[src/core/sfcfe_pkg.sv]
// shared constants for the serial flash command front end
package sfcfe_pkg;
  localparam int          CLK_HZ          = 20_000_000;
  localparam int          CLK_NS          = 50;
  // opcodes; all but OP_STATUS_A and OP_STATUS_B start internal operations
  localparam logic [7:0]  OP_STATUS_A     = 8'h57;
  localparam logic [7:0]  OP_STATUS_B     = 8'hd7;
  localparam logic [7:0]  OP_XFER_B1      = 8'h53;
  localparam logic [7:0]  OP_XFER_B2      = 8'h55;
  localparam logic [7:0]  OP_CMP_B1       = 8'h60;
  localparam logic [7:0]  OP_CMP_B2       = 8'h61;
  localparam logic [7:0]  OP_EP_B1        = 8'h83;
  localparam logic [7:0]  OP_EP_B2        = 8'h86;
  localparam logic [7:0]  OP_PROG_B1      = 8'h88;
  localparam logic [7:0]  OP_PROG_B2      = 8'h89;
  localparam logic [7:0]  OP_BLK_ERASE    = 8'h50;
  // frame layout
  localparam int          OPC_BITS        = 8;
  localparam int          ADDR_BITS       = 24;
  localparam int          FRAME_BITS      = OPC_BITS + ADDR_BITS;
  localparam int          RSV_BITS        = 2;
  localparam int          PAGE_BITS       = 12;
  localparam int          OFS_BITS        = 10;
  localparam int          PAGE_EXT_BITS   = PAGE_BITS + RSV_BITS;
  // timing, in their own units
  localparam int          T_BUSY_NS       = 200;
  localparam int          T_XFR_US        = 250;
  localparam int          T_EP_MS         = 20;
  localparam int          T_P_MS          = 14;
  localparam int          T_BE_MS         = 12;
  localparam int          T_PWRUP_MS      = 20;
  localparam int          SCK_DIV         = 2;
  localparam int          CYC_BUSY        = (T_BUSY_NS / CLK_NS) < 1 ? 1
                                            : T_BUSY_NS / CLK_NS;
  localparam int          CYC_XFR         = T_XFR_US * (CLK_HZ / 1_000_000);
  localparam int          CYC_EP          = T_EP_MS * (CLK_HZ / 1000);
  localparam int          CYC_P           = T_P_MS * (CLK_HZ / 1000);
  localparam int          CYC_BE          = T_BE_MS * (CLK_HZ / 1000);
  localparam int          CYC_PWRUP       = T_PWRUP_MS * (CLK_HZ / 1000);
  localparam int          CNT_W           = 24;
  typedef enum logic [1:0] {
    SFCFE_OP_NONE  = 2'h0,
    SFCFE_OP_XFR   = 2'h1,
    SFCFE_OP_PROG  = 2'h2,
    SFCFE_OP_EP    = 2'h3
  } sfcfe_op_t;
endpackage : sfcfe_pkg

[src/core/sfcfe_if.sv]
// spi link between master and flash front end
`timescale 1ns/1ps
interface sfcfe_if;
  logic cs_n;
  logic sck;
  logic si;
  logic reset_n;
  logic ready_n_busy;
  modport master (output cs_n, output sck, output si, output reset_n,
                  input ready_n_busy);
  modport flash (input cs_n, input sck, input si, input reset_n,
                 output ready_n_busy);
endinterface : sfcfe_if

[src/core/sfcfe_flash.sv]
// flash-side spi command front end with busy timing
`timescale 1ns/1ps
// Behaviour
// works with spi mode 0 and 3
// frame starts on cs fall, either idle
// input bits sampled on sck rising edge
// master keeps cs high before reset release
// frame is opcode then 24 address bits
// master drives reserved bits as zero
// reserved bits extend page address upward
// master waits 20 ms before first command
// busy low within 200 ns of cs rise
// transfer/compare busy for 250 us
// erase-program 20, program 14, block 12 ms
// master keeps sck at or below 20 MHz
// reset aborts frame, back to idle
module sfcfe_flash
  import sfcfe_pkg::*;
#(
  parameter int XFR_CYC = CYC_XFR,
  parameter int EP_CYC  = CYC_EP,
  parameter int P_CYC   = CYC_P,
  parameter int BE_CYC  = CYC_BE
) (
  input  wire logic                     clk_i,
  input  wire logic                     reset_i,
  sfcfe_if.flash                        link,
  output logic                          cmd_valid_o,
  output logic [7:0]                    cmd_opcode_o,
  output logic [PAGE_EXT_BITS-1:0]      page_select_bits_o,
  output logic [OFS_BITS-1:0]           byte_offset_bits_o,
  output logic                          busy_o
);
  typedef enum logic [1:0] {
    SFCFE_ST_IDLE  = 2'b00,
    SFCFE_ST_SHIFT = 2'b01,
    SFCFE_ST_DONE  = 2'b11
  } sfcfe_st_t;

  function automatic logic [CNT_W-1:0] op_cycles(input logic [7:0] op);
    logic [CNT_W-1:0] c;
    c = '0;
    unique case (op)
      OP_XFER_B1, OP_XFER_B2, OP_CMP_B1, OP_CMP_B2:
        c = CNT_W'(XFR_CYC);
      OP_EP_B1, OP_EP_B2: c = CNT_W'(EP_CYC);
      OP_PROG_B1, OP_PROG_B2: c = CNT_W'(P_CYC);
      OP_BLK_ERASE: c = CNT_W'(BE_CYC);
      default: c = '0;
    endcase
    return c;
  endfunction : op_cycles

  logic [2:0]             cs_sync_reg, sck_sync_reg, si_sync_reg, rst_sync_reg;
  logic [2:0]             cs_sync_next, sck_sync_next, si_sync_next;
  logic [2:0]             rst_sync_next;
  sfcfe_st_t              st_reg, st_next;
  logic [FRAME_BITS-1:0]  sh_reg, sh_next;
  logic [5:0]             bit_reg, bit_next;
  logic [CNT_W-1:0]       cnt_reg, cnt_next;
  logic                   busy_reg, busy_next;
  logic                   valid_reg, valid_next;
  logic [7:0]             opc_reg, opc_next;
  logic [PAGE_EXT_BITS-1:0] pg_reg, pg_next;
  logic [OFS_BITS-1:0]    ofs_reg, ofs_next;
  logic                   cs_fall, cs_rise, sck_rise, rst_low;

  always_comb begin
    cs_sync_next  = {cs_sync_reg[1:0], link.cs_n};
    sck_sync_next = {sck_sync_reg[1:0], link.sck};
    si_sync_next  = {si_sync_reg[1:0], link.si};
    rst_sync_next = {rst_sync_reg[1:0], link.reset_n};
  end

  always_ff @(posedge clk_i or posedge reset_i) begin
    if (reset_i) begin
      cs_sync_reg  <= 3'h7;
      sck_sync_reg <= 3'h0;
      si_sync_reg  <= 3'h0;
      rst_sync_reg <= 3'h0;
    end else begin
      cs_sync_reg  <= cs_sync_next;
      sck_sync_reg <= sck_sync_next;
      si_sync_reg  <= si_sync_next;
      rst_sync_reg <= rst_sync_next;
    end
  end

  // edges use stages 1 and 2 only; stage 0 feeds stage 1 alone
  // cs fall counts as a frame start whatever sck level is
  assign cs_fall  = cs_sync_reg[2] & ~cs_sync_reg[1];
  assign cs_rise  = ~cs_sync_reg[2] & cs_sync_reg[1];
  // only rising sck edges sample, so mode 0 and 3 both work
  assign sck_rise = ~sck_sync_reg[2] & sck_sync_reg[1];
  assign rst_low  = ~rst_sync_reg[1];

  always_comb begin
    st_next    = st_reg;
    sh_next    = sh_reg;
    bit_next   = bit_reg;
    cnt_next   = cnt_reg;
    busy_next  = busy_reg;
    valid_next = 1'b0;
    opc_next   = opc_reg;
    pg_next    = pg_reg;
    ofs_next   = ofs_reg;
    if (busy_reg) begin
      if (cnt_reg <= CNT_W'(1)) begin
        busy_next = 1'b0;
        cnt_next  = '0;
      end else begin
        cnt_next = cnt_reg - CNT_W'(1);
      end
    end
    if (rst_low) begin
      st_next  = SFCFE_ST_IDLE;
      bit_next = '0;
      sh_next  = '0;
    end else begin
      unique case (st_reg)
        SFCFE_ST_IDLE: begin
          if (cs_fall) begin
            st_next  = SFCFE_ST_SHIFT;
            bit_next = '0;
          end
        end
        SFCFE_ST_SHIFT: begin
          if (cs_rise) begin
            st_next = SFCFE_ST_IDLE;
          end else if (sck_rise) begin
            sh_next  = {sh_reg[FRAME_BITS-2:0], si_sync_reg[2]};
            bit_next = bit_reg + 6'h01;
            if (bit_reg == 6'(FRAME_BITS - 1)) begin
              st_next = SFCFE_ST_DONE;
            end
          end
        end
        SFCFE_ST_DONE: begin
          if (cs_rise) begin
            st_next    = SFCFE_ST_IDLE;
            valid_next = 1'b1;
            opc_next   = sh_reg[FRAME_BITS-1 -: OPC_BITS];
            // reserved bits become upper page bits
            pg_next    = sh_reg[ADDR_BITS-1 -: PAGE_EXT_BITS];
            ofs_next   = sh_reg[OFS_BITS-1:0];
            if (!busy_reg && op_cycles(opc_next) != '0) begin
              busy_next = 1'b1;
              cnt_next  = op_cycles(opc_next);
            end
          end
        end
        default: st_next = SFCFE_ST_IDLE;
      endcase
    end
  end

  always_ff @(posedge clk_i or posedge reset_i) begin
    if (reset_i) begin
      st_reg    <= SFCFE_ST_IDLE;
      sh_reg    <= '0;
      bit_reg   <= '0;
      cnt_reg   <= '0;
      busy_reg  <= 1'b0;
      valid_reg <= 1'b0;
      opc_reg   <= 8'h00;
      pg_reg    <= '0;
      ofs_reg   <= '0;
    end else begin
      st_reg    <= st_next;
      sh_reg    <= sh_next;
      bit_reg   <= bit_next;
      cnt_reg   <= cnt_next;
      busy_reg  <= busy_next;
      valid_reg <= valid_next;
      opc_reg   <= opc_next;
      pg_reg    <= pg_next;
      ofs_reg   <= ofs_next;
    end
  end

  // ready/busy pin low while busy
  assign link.ready_n_busy = ~busy_reg;
  assign cmd_valid_o        = valid_reg;
  assign cmd_opcode_o       = opc_reg;
  assign page_select_bits_o = pg_reg;
  assign byte_offset_bits_o = ofs_reg;
  assign busy_o             = busy_reg;
endmodule : sfcfe_flash

[src/flat_wrapper.sv]
// flat-port wrapper written by rule: the top's interface ports become plain ports
module sfcfe_flash_flat import sfcfe_pkg::*;
#(
  parameter int XFR_CYC = CYC_XFR,
  parameter int EP_CYC  = CYC_EP,
  parameter int P_CYC   = CYC_P,
  parameter int BE_CYC  = CYC_BE
)
  (clk_i, reset_i, cmd_valid_o, cmd_opcode_o, page_select_bits_o, byte_offset_bits_o, busy_o, link_cs_n, link_sck, link_si, link_reset_n, link_ready_n_busy);
  sfcfe_if link_i ();
  input  wire logic clk_i;
  input  wire logic reset_i;
  output logic cmd_valid_o;
  output logic [7:0] cmd_opcode_o;
  output logic [PAGE_EXT_BITS-1:0] page_select_bits_o;
  output logic [OFS_BITS-1:0] byte_offset_bits_o;
  output logic busy_o;
  input wire logic [$bits(link_i.cs_n)-1:0] link_cs_n;
  input wire logic [$bits(link_i.sck)-1:0] link_sck;
  input wire logic [$bits(link_i.si)-1:0] link_si;
  input wire logic [$bits(link_i.reset_n)-1:0] link_reset_n;
  output wire logic [$bits(link_i.ready_n_busy)-1:0] link_ready_n_busy;
  assign link_i.cs_n = link_cs_n;
  assign link_i.sck = link_sck;
  assign link_i.si = link_si;
  assign link_i.reset_n = link_reset_n;
  assign link_ready_n_busy = link_i.ready_n_busy;
  sfcfe_flash #(.XFR_CYC(XFR_CYC), .EP_CYC(EP_CYC), .P_CYC(P_CYC), .BE_CYC(BE_CYC)) u_core (.clk_i(clk_i), .reset_i(reset_i), .link(link_i), .cmd_valid_o(cmd_valid_o), .cmd_opcode_o(cmd_opcode_o), .page_select_bits_o(page_select_bits_o), .byte_offset_bits_o(byte_offset_bits_o), .busy_o(busy_o));
endmodule
[config.mk]
export PLATFORM = sky130hd
export DESIGN_NAME = sfcfe_flash_flat
export DESIGN_NICKNAME = d
export VERILOG_FILES = /design/src/core/sfcfe_pkg.sv /design/src/core/sfcfe_if.sv /design/src/core/sfcfe_flash.sv /design/src/flat_wrapper.sv
export SDC_FILE = /design/constraint.sdc
export NUM_CORES = 1
export LEC_CHECK = 0
export ABC_AREA = 0
export BUFFER_PORTS_ARGS = -buffer_cell sky130_fd_sc_hd__buf_4
export CORE_MARGIN = 2
export CORE_UTILIZATION = 62
export DETAILED_ROUTE_END_ITERATION = 8
export PLACE_DENSITY = 0.82
export SYNTH_ARGS = -nofsm -noshare
export SYNTH_HDL_FRONTEND = slang
export SYNTH_SLANG_ARGS = --single-unit
export TNS_END_PERCENT = 100
[constraint.sdc]
create_clock -name clk_i -period 8.37 [get_ports clk_i]
set_clock_uncertainty 0.1 [all_clocks]
set_input_delay 0.4185 -clock clk_i [delete_from_list [all_inputs] [get_ports clk_i]]
set_output_delay 0.4185 -clock clk_i [all_outputs]
set_load 0.01 [all_outputs]
Word level (Yosys, flattened, before mapping)

Index checks and enable logic that the tools add are counted.

Register bits: 109
Output and inout port bits: 35

$add $sub $neg: 2
$lt $le $gt $ge: 1
Eq/ne operators: 22
Multiplexer cells: 35
Bitwise gates (word level): 7
Reduce and logical (&&, ||, !) cells: 11

Operator list:

| cell                  | number |
|---|---|
| $mux 24               | 9 |
| $mux 32               | 4 |
| $pmux 19 s4           | 1 |
| $eq 8x7->1 const B    | 5 |
| $eq 8x8->1 const B    | 4 |
| $le 24x1->1 const B   | 1 |
| $mux 6                | 4 |
| $reduce_bool 24->1    | 1 |
| $sub 24x1->24 const B | 1 |
| $ne 3x3->1 const B    | 5 |
| $mux 2                | 6 |
| $pmux 6 s2            | 1 |
| $mux 1                | 9 |
| $ne 4x4->1 const B    | 2 |
| $reduce_and 4->1      | 2 |
| $add 6x1->6 const B   | 1 |
| $eq 6x5->1 const B    | 1 |
| $ne 2x2->1 const B    | 3 |
| $pmux 2 s3            | 1 |
| $reduce_and 3->1      | 2 |
| $not 1->1             | 4 |
| $reduce_or 2->1       | 2 |
| $reduce_or 4->1       | 1 |
| $and 1x1->1           | 3 |
| other kinds (5)       | 5 |

Depth between registers and ports, before layout

Gate-level depths: netlist of the first run.

Depth in word-level cells: 12
Mapped depth: 7
Gate-level depth less buffers: 7

Least setup slack after synthesis of the first run

No wires, ideal clock.

Kind: register to register
Start: reg u_core.sh_reg[25]
End: reg u_core.cnt_reg[8]
Data arrival time: 1.747 ns
Required time: 8.191 ns
Slack: 6.443 ns
Cell stages (with the launch flop): 8
Buffers on the path: 2
Cell sequence: dfrtp_1 > buf_4 > or2_4 > or4_1 > nand3_2 > o41a_4 > buf_6 > mux2i_1

Word-level cells in the longest chain between the ends: 12
Elaborated cells on any way between the ends: 22
Those cells by class: eq/ne: 9; mux: 8; reduce/logical: 5

RTL lines:

| what                                               | RTL line           | RTL |
|---|---|---|
| from (decl)                                        | sfcfe_flash.sv:58  | `logic [FRAME_BITS-1:0] sh_reg, sh_next;` |
| from (signal assigned)                             | sfcfe_flash.sv:170 | `sh_reg <= sh_next;` |
| $eq 8x7->1 or $eq 8x8->1 (tied branches)           | sfcfe_flash.sv:43  | `unique case (op)` |
| $reduce_or 4->1 or $reduce_or 2->1 (tied branches) | sfcfe_flash.sv:43  |  |
| $pmux 19 s4 (*)                                    | sfcfe_flash.sv:43  |  |
| $mux 24                                            | sfcfe_flash.sv:139 | `if (cs_rise) begin` |
| $mux 24                                            | sfcfe_flash.sv:120 | `unique case (st_reg)` |
| $mux 24                                            | sfcfe_flash.sv:115 | `if (rst_low) begin` |
| $reduce_bool 24->1                                 | sfcfe_flash.sv:146 | `if (!busy_reg && op_cycles(opc_next) != '0) begin` |
| $logic_and 1x1->1                                  | sfcfe_flash.sv:146 |  |
| $mux 24 (*)                                        | sfcfe_flash.sv:146 |  |
| $mux 24 (*)                                        | sfcfe_flash.sv:139 |  |
| $mux 24 (*)                                        | sfcfe_flash.sv:120 |  |
| $mux 24 (*)                                        | sfcfe_flash.sv:115 |  |
| via u_core.cnt_next[8]                             | sfcfe_flash.sv:60  | `logic [CNT_W-1:0] cnt_reg, cnt_next;` |
| to (signal assigned)                               | sfcfe_flash.sv:172 | `cnt_reg <= cnt_next;` |
| to (decl)                                          | sfcfe_flash.sv:60  |  |

The timed path passes the listed nets; every way through them passes the cells marked *. The select of a mux whose other input is x is not followed.
A chain may end at the register's enable or synchronous reset.

Worst setup path in the final report of the first run

Start: reg u_core.rst_sync_reg[1]
End: reg u_core.cnt_reg[18]

Word-level cells in the longest chain between the ends: 1

RTL lines:

| what                    | RTL line           | RTL |
|---|---|---|
| from (decl)             | sfcfe_flash.sv:54  | `logic [2:0] cs_sync_reg, sck_sync_reg, si_sync_reg, rst_sync_reg;` |
| from (signal assigned)  | sfcfe_flash.sv:85  | `rst_sync_reg <= rst_sync_next;` |
| $mux 24                 | sfcfe_flash.sv:115 |  |
| via u_core.cnt_next[18] | sfcfe_flash.sv:60  |  |

The timed path passes the listed nets, and every way through them passes these cells.

==> results of run 1 <==
-- final cells by class --
cell class	instances	area share, %
inverter	6	0.451
tap	102	2.30
clock buffer	10	2.48
sequential	109	49.2
clock inverter	6	1.29
timing repair buffer	45	6.14
multi-input combinational	310	38.1
-- cells by family (layout without fill, tap and decap cells) --
group,after synthesis,count (layout)
compound gates,69,69
xor+xnor,22,22
fa+ha+maj,3,3
buf+inv,31,67
flops,109,109
mux,36,36
simple gates,180,180
-- repair_timing --
| action | in CTS | in global routing |
|---|---|---|
| hold buffers | 1 | 0 |
| setup buffers | 0 | 0 |
| endpoints found under the hold margin | 34 | 0 |
-- per-stage QoR --
stage	cells	hold WS [ps]	total power, W
6_report	588	53.3	0.000881
5_1_grt	588	35.0	0.000913
4_1_cts	588	39.0	0.000889
3_5_place_dp	571	240	0.000567
3_3_place_gp	571	233	0.000566
2_1_floorplan	450	231	0.000560
-- synth_stat cells, drive strengths merged (4+ instances only) --
| master | count |
|---|---|
| dfrtp | 106 |
| nand2 | 88 |
| a21boi | 35 |
| mux2 | 32 |
| nor3 | 20 |
| nor2 | 17 |
| buf | 16 |
| xnor2 | 16 |
| nor4 | 11 |
| o31ai | 11 |
| clkbuf | 9 |
| nand3 | 9 |
| inv | 6 |
| xor2 | 6 |
| a21oi | 5 |
| and2 | 4 |
| mux2i | 4 |
| nand2b | 4 |
| o21ai | 4 |
-- worst max path at each step --
stage,depth (start not counted),endpoint,slack (ps)
floorplan,1,u_core.bit_reg[0]$_DFFE_PP0P_,4980
global placement,4,u_core.cnt_reg[8]$_DFF_PP0_,5750
detailed placement,4,u_core.cnt_reg[18]$_DFF_PP0_,5610
CTS,4,u_core.cnt_reg[18]$_DFF_PP0_,5580
global route,4,u_core.cnt_reg[9]$_DFF_PP0_,5290
finish,4,u_core.cnt_reg[18]$_DFF_PP0_,5560
-- routing by layer --
layer  global-route usage [%]  vias up
met5                        0        -
met4                     7.97        0
met3                     4.25       10
met2                     36.6       47
met1                     29.2     1667
li1                         -     1623
-- critical path, delay by kind of cell, from the launching register on --
kind	cells	cell delay, ps
DFF	1	1050
AOI/OAI and AO/OA	1	480
muxes	1	230
and+or+nand+nor	2	860
-- power by group through the flow --
stage | combinational [W] | sequential (W) | clock [W]
after floorplan | 0.0000179 | 0.000542 | 0
after global placement | 0.0000214 | 0.000545 | 0
after detailed placement | 0.0000219 | 0.000545 | 0
after CTS | 0.0000222 | 0.000535 | 0.000333
after global routing | 0.0000246 | 0.000535 | 0.000353
final | 0.0000213 | 0.000535 | 0.000325
==> reports/summary.md, run 1 <==
The run finished with clean final reports. Synthesis produced 450 cells. For flop-to-flop paths, the worst setup slack is 5560 ps. Registers take 2730 µm². The top cell type by total area after synthesis is sky130_fd_sc_hd__dfrtp_1. The max-slew violation count was 0; the via count of the first global-routing pass was 3,359. The via density per instance works out to 5.69.

For the remaining antenna violation count after routing, the log shows 0. At the pin with the least slew margin, the transition time is 1160 ps. The longest clock path from root to sink contains 2 buffers. Derived from the worst setup path, the maximum achievable clock frequency is 356 MHz.

Hold-critical path depth: 1. The worst hold path belongs to the class input pin to flop. The tools report the final cell area excluding filler cells as 5550 µm². Fill cells in the final layout number 558. Once the clock tree was built, the resizer swapped 0 gates to a different size. The floorplan step defined a core boundary enclosing 7770 µm². Ranked by total cell area, the synthesized netlist is headed by sky130_fd_sc_hd__dfrtp_1, sky130_fd_sc_hd__mux2_2, sky130_fd_sc_hd__nand2_1. Measured against its own limit, the worst slew margin works out to 22.4%.

The wire length per cell after detailed routing was 15.1 µm. The largest stage delay on the critical path was 1050 ps; the adder and majority gate portion of the synthesized area was 0.752%. The average instance in the mapped netlist occupies 11.1 µm². The flip-flop cell with the highest count after synthesis is sky130_fd_sc_hd__dfrtp_1. The run gives 5560 ps as the post-route worst setup slack. Summed over all nets, wire length on met3 after detailed routing comes to 264 µm. Counting cells, the worst reg-to-reg path comes to 4. The tools report the worst min-delay path endpoint as u_core.si_sync_reg[0]$_DFF_PP0_.

After Yosys synthesis, and, or, nand and nor cells account for 18.8% of the synthesized area. Per report_power, the combinational group accounts for 2.4% of the total. Setup repair after global routing left no endpoint under its margin. The first global-routing pass estimated 15.4 mm of wire.

In the synthesized netlist, mux cells make up 8.02% of the area. The cell-internal power was 0.000686 W. Leaving out fill and tap cells, the most frequent cell in the layout is sky130_fd_sc_hd__dfrtp_1. Of the total power, the share spent switching nets is 22.1%. For this block, the routed nets add up to 8.86 mm of wire. The register with the most flip-flops in the layout has 32 of them. For the number of antenna repair diodes, the log shows 0. The category of the critical setup timing path was flop to flop.

The post-route netlist has 23.3% of its cells at a drive strength greater than 1. The die outline area was 8790 µm². TritonCTS built the clock tree. The worst path in the final design needs a cycle of 2810 ps, including I/O delays and setup. By area, the combinational part of the netlist is dominated by simple AND/OR/NAND/NOR gates. The synthesis warning total is 0.

At the placement stage, the worst setup path has a slack of 5610 ps. The worst hold path begins at link_si. The run gives 3000 ps as the data arrival time of the critical path. The signal on the critical path passes through nand3_1 > nor3_1 > o41a_4 > mux2i_1. For the clock latency at the later pin of the worst-skew pair, the log shows 360 ps. The logs give 0 for the final hold violation count and 0.000195 W for the switching power summed over all nets. The synthesized design devotes to its leading area cell type 53.1% of total area.

The multi-input combinational cells in the finished layout cover a total of 2110 µm². Number of clock sinks: 109. The synthesized design contains 0 enable-type register cells. Utilization after layout: 71.4%. The capture instance of the worst register-to-register path was u_core.cnt_reg[18]$_DFF_PP0_. Across the run, the number of max-cap violations was 0. Summed over all cells, the static leakage comes to 2.55 nW. The clock network burns 36.9% of the power. After Yosys synthesis, XOR and XNOR cells account for 3.86% of the synthesized area. The tools report the library cell used as clock root buffer as sky130_fd_sc_hd__clkbuf_8. The count of TritonRoute iterations in the first routing pass came out at 4. The tools report the placed cell area as 5330 µm². Dividing the final minimum period by the clock period gives 33.6%.

Compared with the post-synthesis result, the final layout area differs by 11.0%. Routed signal wires occupy layers up through met4. For the worst setup path, the data required time is 8550 ps.

For the number of I/O pins, the log shows 41. Portion of the post-synthesis area used by sequential elements: 54.7%. The detailed placer's ending HPWL was 5.88 mm. At the end of routability-driven placement, the weighted congestion stood at 0.876.

Leaving out fill and tap cells, the most frequent cells in the layout are sky130_fd_sc_hd__dfrtp_1, sky130_fd_sc_hd__nand2_1, sky130_fd_sc_hd__buf_4, sky130_fd_sc_hd__a21boi_0, sky130_fd_sc_hd__mux2_2. The height of the die works out to 93.8 µm. The tools report the initial antenna violation count as 0. The tools report the power share of the sequential group as 60.7%.

The logs give 0 for the setup violation total in the final timing report and 32 for the site row count. The number of nets handed over by synthesis was 459. The number of port buffers came out at 40.

The tools report the kind of end point of the critical path as a flop. The proportion of synthesized flip-flops having asynchronous set or reset was 100%; the clock slew at the register clock pins of the worst setup and hold paths was 100 ps. Number of flip-flops and latches in the synthesized netlist: 109.

Adding up every negative setup slack in the final design gives 0 ps. Entering global routing, the biggest net connects 74 pins. Summing the areas of all compound-gate instances in the mapped netlist gives 10.7% of the synthesized area.

The violation count after the first detailed-routing iteration is 186, and the worst-path maximum fanout is 41. The H-tree was split into 3 levels. In the final routing, the length of wire on met1 measures 3.98 mm. The worst setup path is launched from a flop.

In this run the horizontal extent of the chip is 93.8 µm. The number of clock buffers added by TritonCTS is 9. The wire length on met2 was 4.48 mm. The worst register-to-register path begins at u_core.rst_sync_reg[1]$_DFF_PP0_. For this block, the via count after detailed routing is 3,347. The global routing usage summed across all routing layers is 22.1%, and the highest ir drop seen on vdd is 132 µV.

After global routing the overflow that remains totals 0. The initial utilization of the core area, before any placement, comes to 64.3%. Tracing the worst setup path back leads to its startpoint at u_core.rst_sync_reg[1]$_DFF_PP0_. The cell with the largest stage delay on the worst path is sky130_fd_sc_hd__dfrtp_1. For the post-synthesis instance area, the log shows 4990 µm². In this run the power density over the cells is 159 nW/µm². The number of nets in the finished design is 490.

After synthesis, the netlist uses 55 different library cells. In the routed design, unresolved DRC markers number 0.
Power figures use the tool's default switching activity.
==> run 2, diff against run 1 <==
CORE_UTILIZATION = 59   (was 62)
PLACE_DENSITY = 0.79   (was 0.82)
clock period = 2.8 ns   (was 8.37 ns; I/O delays follow)
==> reports/summary.md, run 2 (synthesis results as in run 1) <==
The height of the die was 96.0 µm; the count of fill cells added during filler insertion was 605. The worst register-to-register path begins at u_core.sh_reg[28]$_DFFE_PP0P_. The die is 96.0 µm wide. The total of max-cap violations was 0. The final critical-path required period works out to 2190 ps. The library cell used most frequently in the layout, excluding fill and tap cells, is sky130_fd_sc_hd__dfrtp_1. The clock slew at the register clock pins of the worst setup and hold paths was 110 ps. The initial antenna violation count was 0; the pin slew with the least headroom to its limit was 835 ps. The run gives 9 as the number of buffers created by CTS. The final route contains 3,354 vias.

The count of TritonRoute iterations in the first routing pass came out at 4. The flow ran to the end, and the final reports show no timing, DRC or antenna violations. The layout cell share with drive strength beyond 1 works out to 23.8%.

The run gives 0 as the post-CTS repair timing setup buffer count. Post-route worst setup slack: 606 ps. The root buffer cell chosen for the clock tree is sky130_fd_sc_hd__clkbuf_8. The first routing iteration left 126 violations.

The count of buffers added on input and output ports is 40. Per report_power, the sequential group accounts for 59.5% of the total. The area growth from synthesis to layout is 13.1%. The register with the most flip-flops in the layout has 32 of them. The power per unit of standard cell area is 474 nW/µm². Static timing analysis puts the maximum clock frequency at 456 MHz. The floorplan has 33 rows. Summing all multi-input logic gate instances after layout gives 2110 µm².

Wire length per cell after detailed routing: 15.4 µm. In the layout the commonest cells are sky130_fd_sc_hd__dfrtp_1, sky130_fd_sc_hd__nand2_1, sky130_fd_sc_hd__buf_4, sky130_fd_sc_hd__a21boi_0, sky130_fd_sc_hd__mux2_2. For this design the top-level I/O count stands at 41. OpenSTA, run right after detailed placement, puts the worst setup slack at 637 ps. For the worst setup path, the data required time is 3000 ps.

The worst-path maximum fanout is 25, and the number of resized instances in the post-cts repair step is 0. The initial utilization of the core area, before any placement, comes to 60.8%. The count of nets left with antenna violations once routing finished came out at 0. The run gives 0.885 as the placer congestion estimate. The final hold violation count was 0. The leakage power was 2.59 nW; the residual DRC count was 0. The share of total power dissipated in combinational logic is 3.0%. Measured against its own limit, the worst slew margin works out to 44.2%. The logs give 0 for the max-slew violation count and 0.00267 W for the total chip power. The run gives 3 as the number of levels in the clock H-tree. Category of the critical setup timing path: flop to flop. Tracing the worst setup path back leads to its startpoint at u_core.sh_reg[28]$_DFFE_PP0P_. The detailed placer's ending HPWL was 6.18 mm. Setup violations remaining at the end of the flow were counted as 0. Entering global routing, the biggest net connects 47 pins.

On the worst path, the slowest cell contributes a delay of 630 ps. For the core area, the log shows 8220 µm². In this run the power spent charging and discharging nets is 0.000627 W. In this run switching power makes up 23.5% of total power. No sink is reached through more buffers than the 2 on the longest clock path. The tightest min-delay check is of the flop to flop type.

The ratio of final minimum period to clock period is 78.4%. Across the VDD grid, the largest voltage drop is 265 µV. The via density per instance is 5.59. Setup repair after global routing left no endpoint under its margin. The total routed wirelength was 9.22 mm; the sequential cell area was 2730 µm².

Die outline area: 9220 µm². Traced cell by cell, the critical path runs through nor4b_1 > nand4_1 > nand3_2 > o41a_4 > mux2i_1. The clock net in this run drives a total of 109 sinks.

Global routing used 22.1% of the available tracks. Internal power comes to 0.00205 W. 0 antenna diodes ended up in the layout. TritonCTS built the clock tree.

The worst setup path is captured at a flop. The run gives 0 as the overall overflow remaining after global route. The cell with the largest stage delay on the worst path is sky130_fd_sc_hd__nor4b_1.

The first-pass GRT wire length came out at 15.8 mm. Element type at the critical path start: a flop. The worst hold path begins at u_core.sck_sync_reg[0]$_DFF_PP0_.

For this run, the post-layout net count is 499. The clock network burns 37.4% of the power. The setup check on the worst reg-to-reg path leaves a slack of 610 ps. The via count of the first global-routing pass was 3,269. The run gives 5 as the total of hold buffers inserted after clock tree synthesis. For the data arrival time of the critical path, the log shows 2390 ps.

Adding up every negative setup slack in the final design gives 0 ps. The clock latency at the later pin of the worst-skew pair was 370 ps.
[run 2: through the flow]
step / utilization (%) / hold WS [ps] / instances / cell area, µm²
floorplan: - / 44.5 / 450 / 5000
global placement: 65.5 / 150 / 579 / 5380
detailed placement: 65.5 / 152 / 579 / 5380
CTS: 68.7 / 265 / 600 / 5650
global route: 68.7 / 269 / 600 / 5650
finish: 68.7 / 261 / 600 / 5650
[run 2: metal layers]
| layer | GRT usage, % | vias up | wire (µm) |
|---|---|---|---|
| li1 | - | 1632 | - |
| met1 | 29.8 | 1671 | 4300 |
| met2 | 36.6 | 44 | 4560 |
| met3 | 5.25 | 7 | 292 |
| met4 | 5.00 | 0 | 75 |
| met5 | 0 | - | 0 |
[run 2: worst paths after layout]
kind | end | depth (start not counted)
worst max-delay path | u_core.cnt_reg[18]$_DFF_PP0_ | 5
worst min-delay path | u_core.sck_sync_reg[1]$_DFF_PP0_ | 0
worst max register to register | u_core.cnt_reg[18]$_DFF_PP0_ | 5
worst min register to register | u_core.sck_sync_reg[1]$_DFF_PP0_ | 0
max in group asynchronous | u_core.sh_reg[17]$_DFFE_PP0P_ | 4
min in group asynchronous | u_core.sck_sync_reg[1]$_DFF_PP0_ | 3
[run 2: worst max-delay path, delay by kind of cell (launching register included)]
kind            cells  cell delay, ps
simple gates        3            1000
flops               1             450
compound gates      1             360
mux                 1             220
[run 2: power groups by stage]
| stage | sequential (W) | clock (W) | combinational [W] |
|---|---|---|---|
| 6_report | 0.00159 | 0.00100 | 0.0000814 |
| 5_1_grt | 0.00159 | 0.00108 | 0.0000935 |
| 4_1_cts | 0.00159 | 0.00102 | 0.0000842 |
| 3_5_place_dp | 0.00162 | 0 | 0.0000785 |
| 3_3_place_gp | 0.00162 | 0 | 0.0000778 |
| 2_1_floorplan | 0.00162 | 0 | 0.0000538 |
[run 2: area by class of cell]
type                            count  share of cell area [%]
Clock inverter                      7                    1.60
Inverter                            6                   0.465
Timing Repair Buffer               54                    7.62
Multi-Input combinational cell    310                    37.4
Clock buffer                        9                    2.19
Tap cell                          105                    2.33
Sequential cell                   109                    48.4
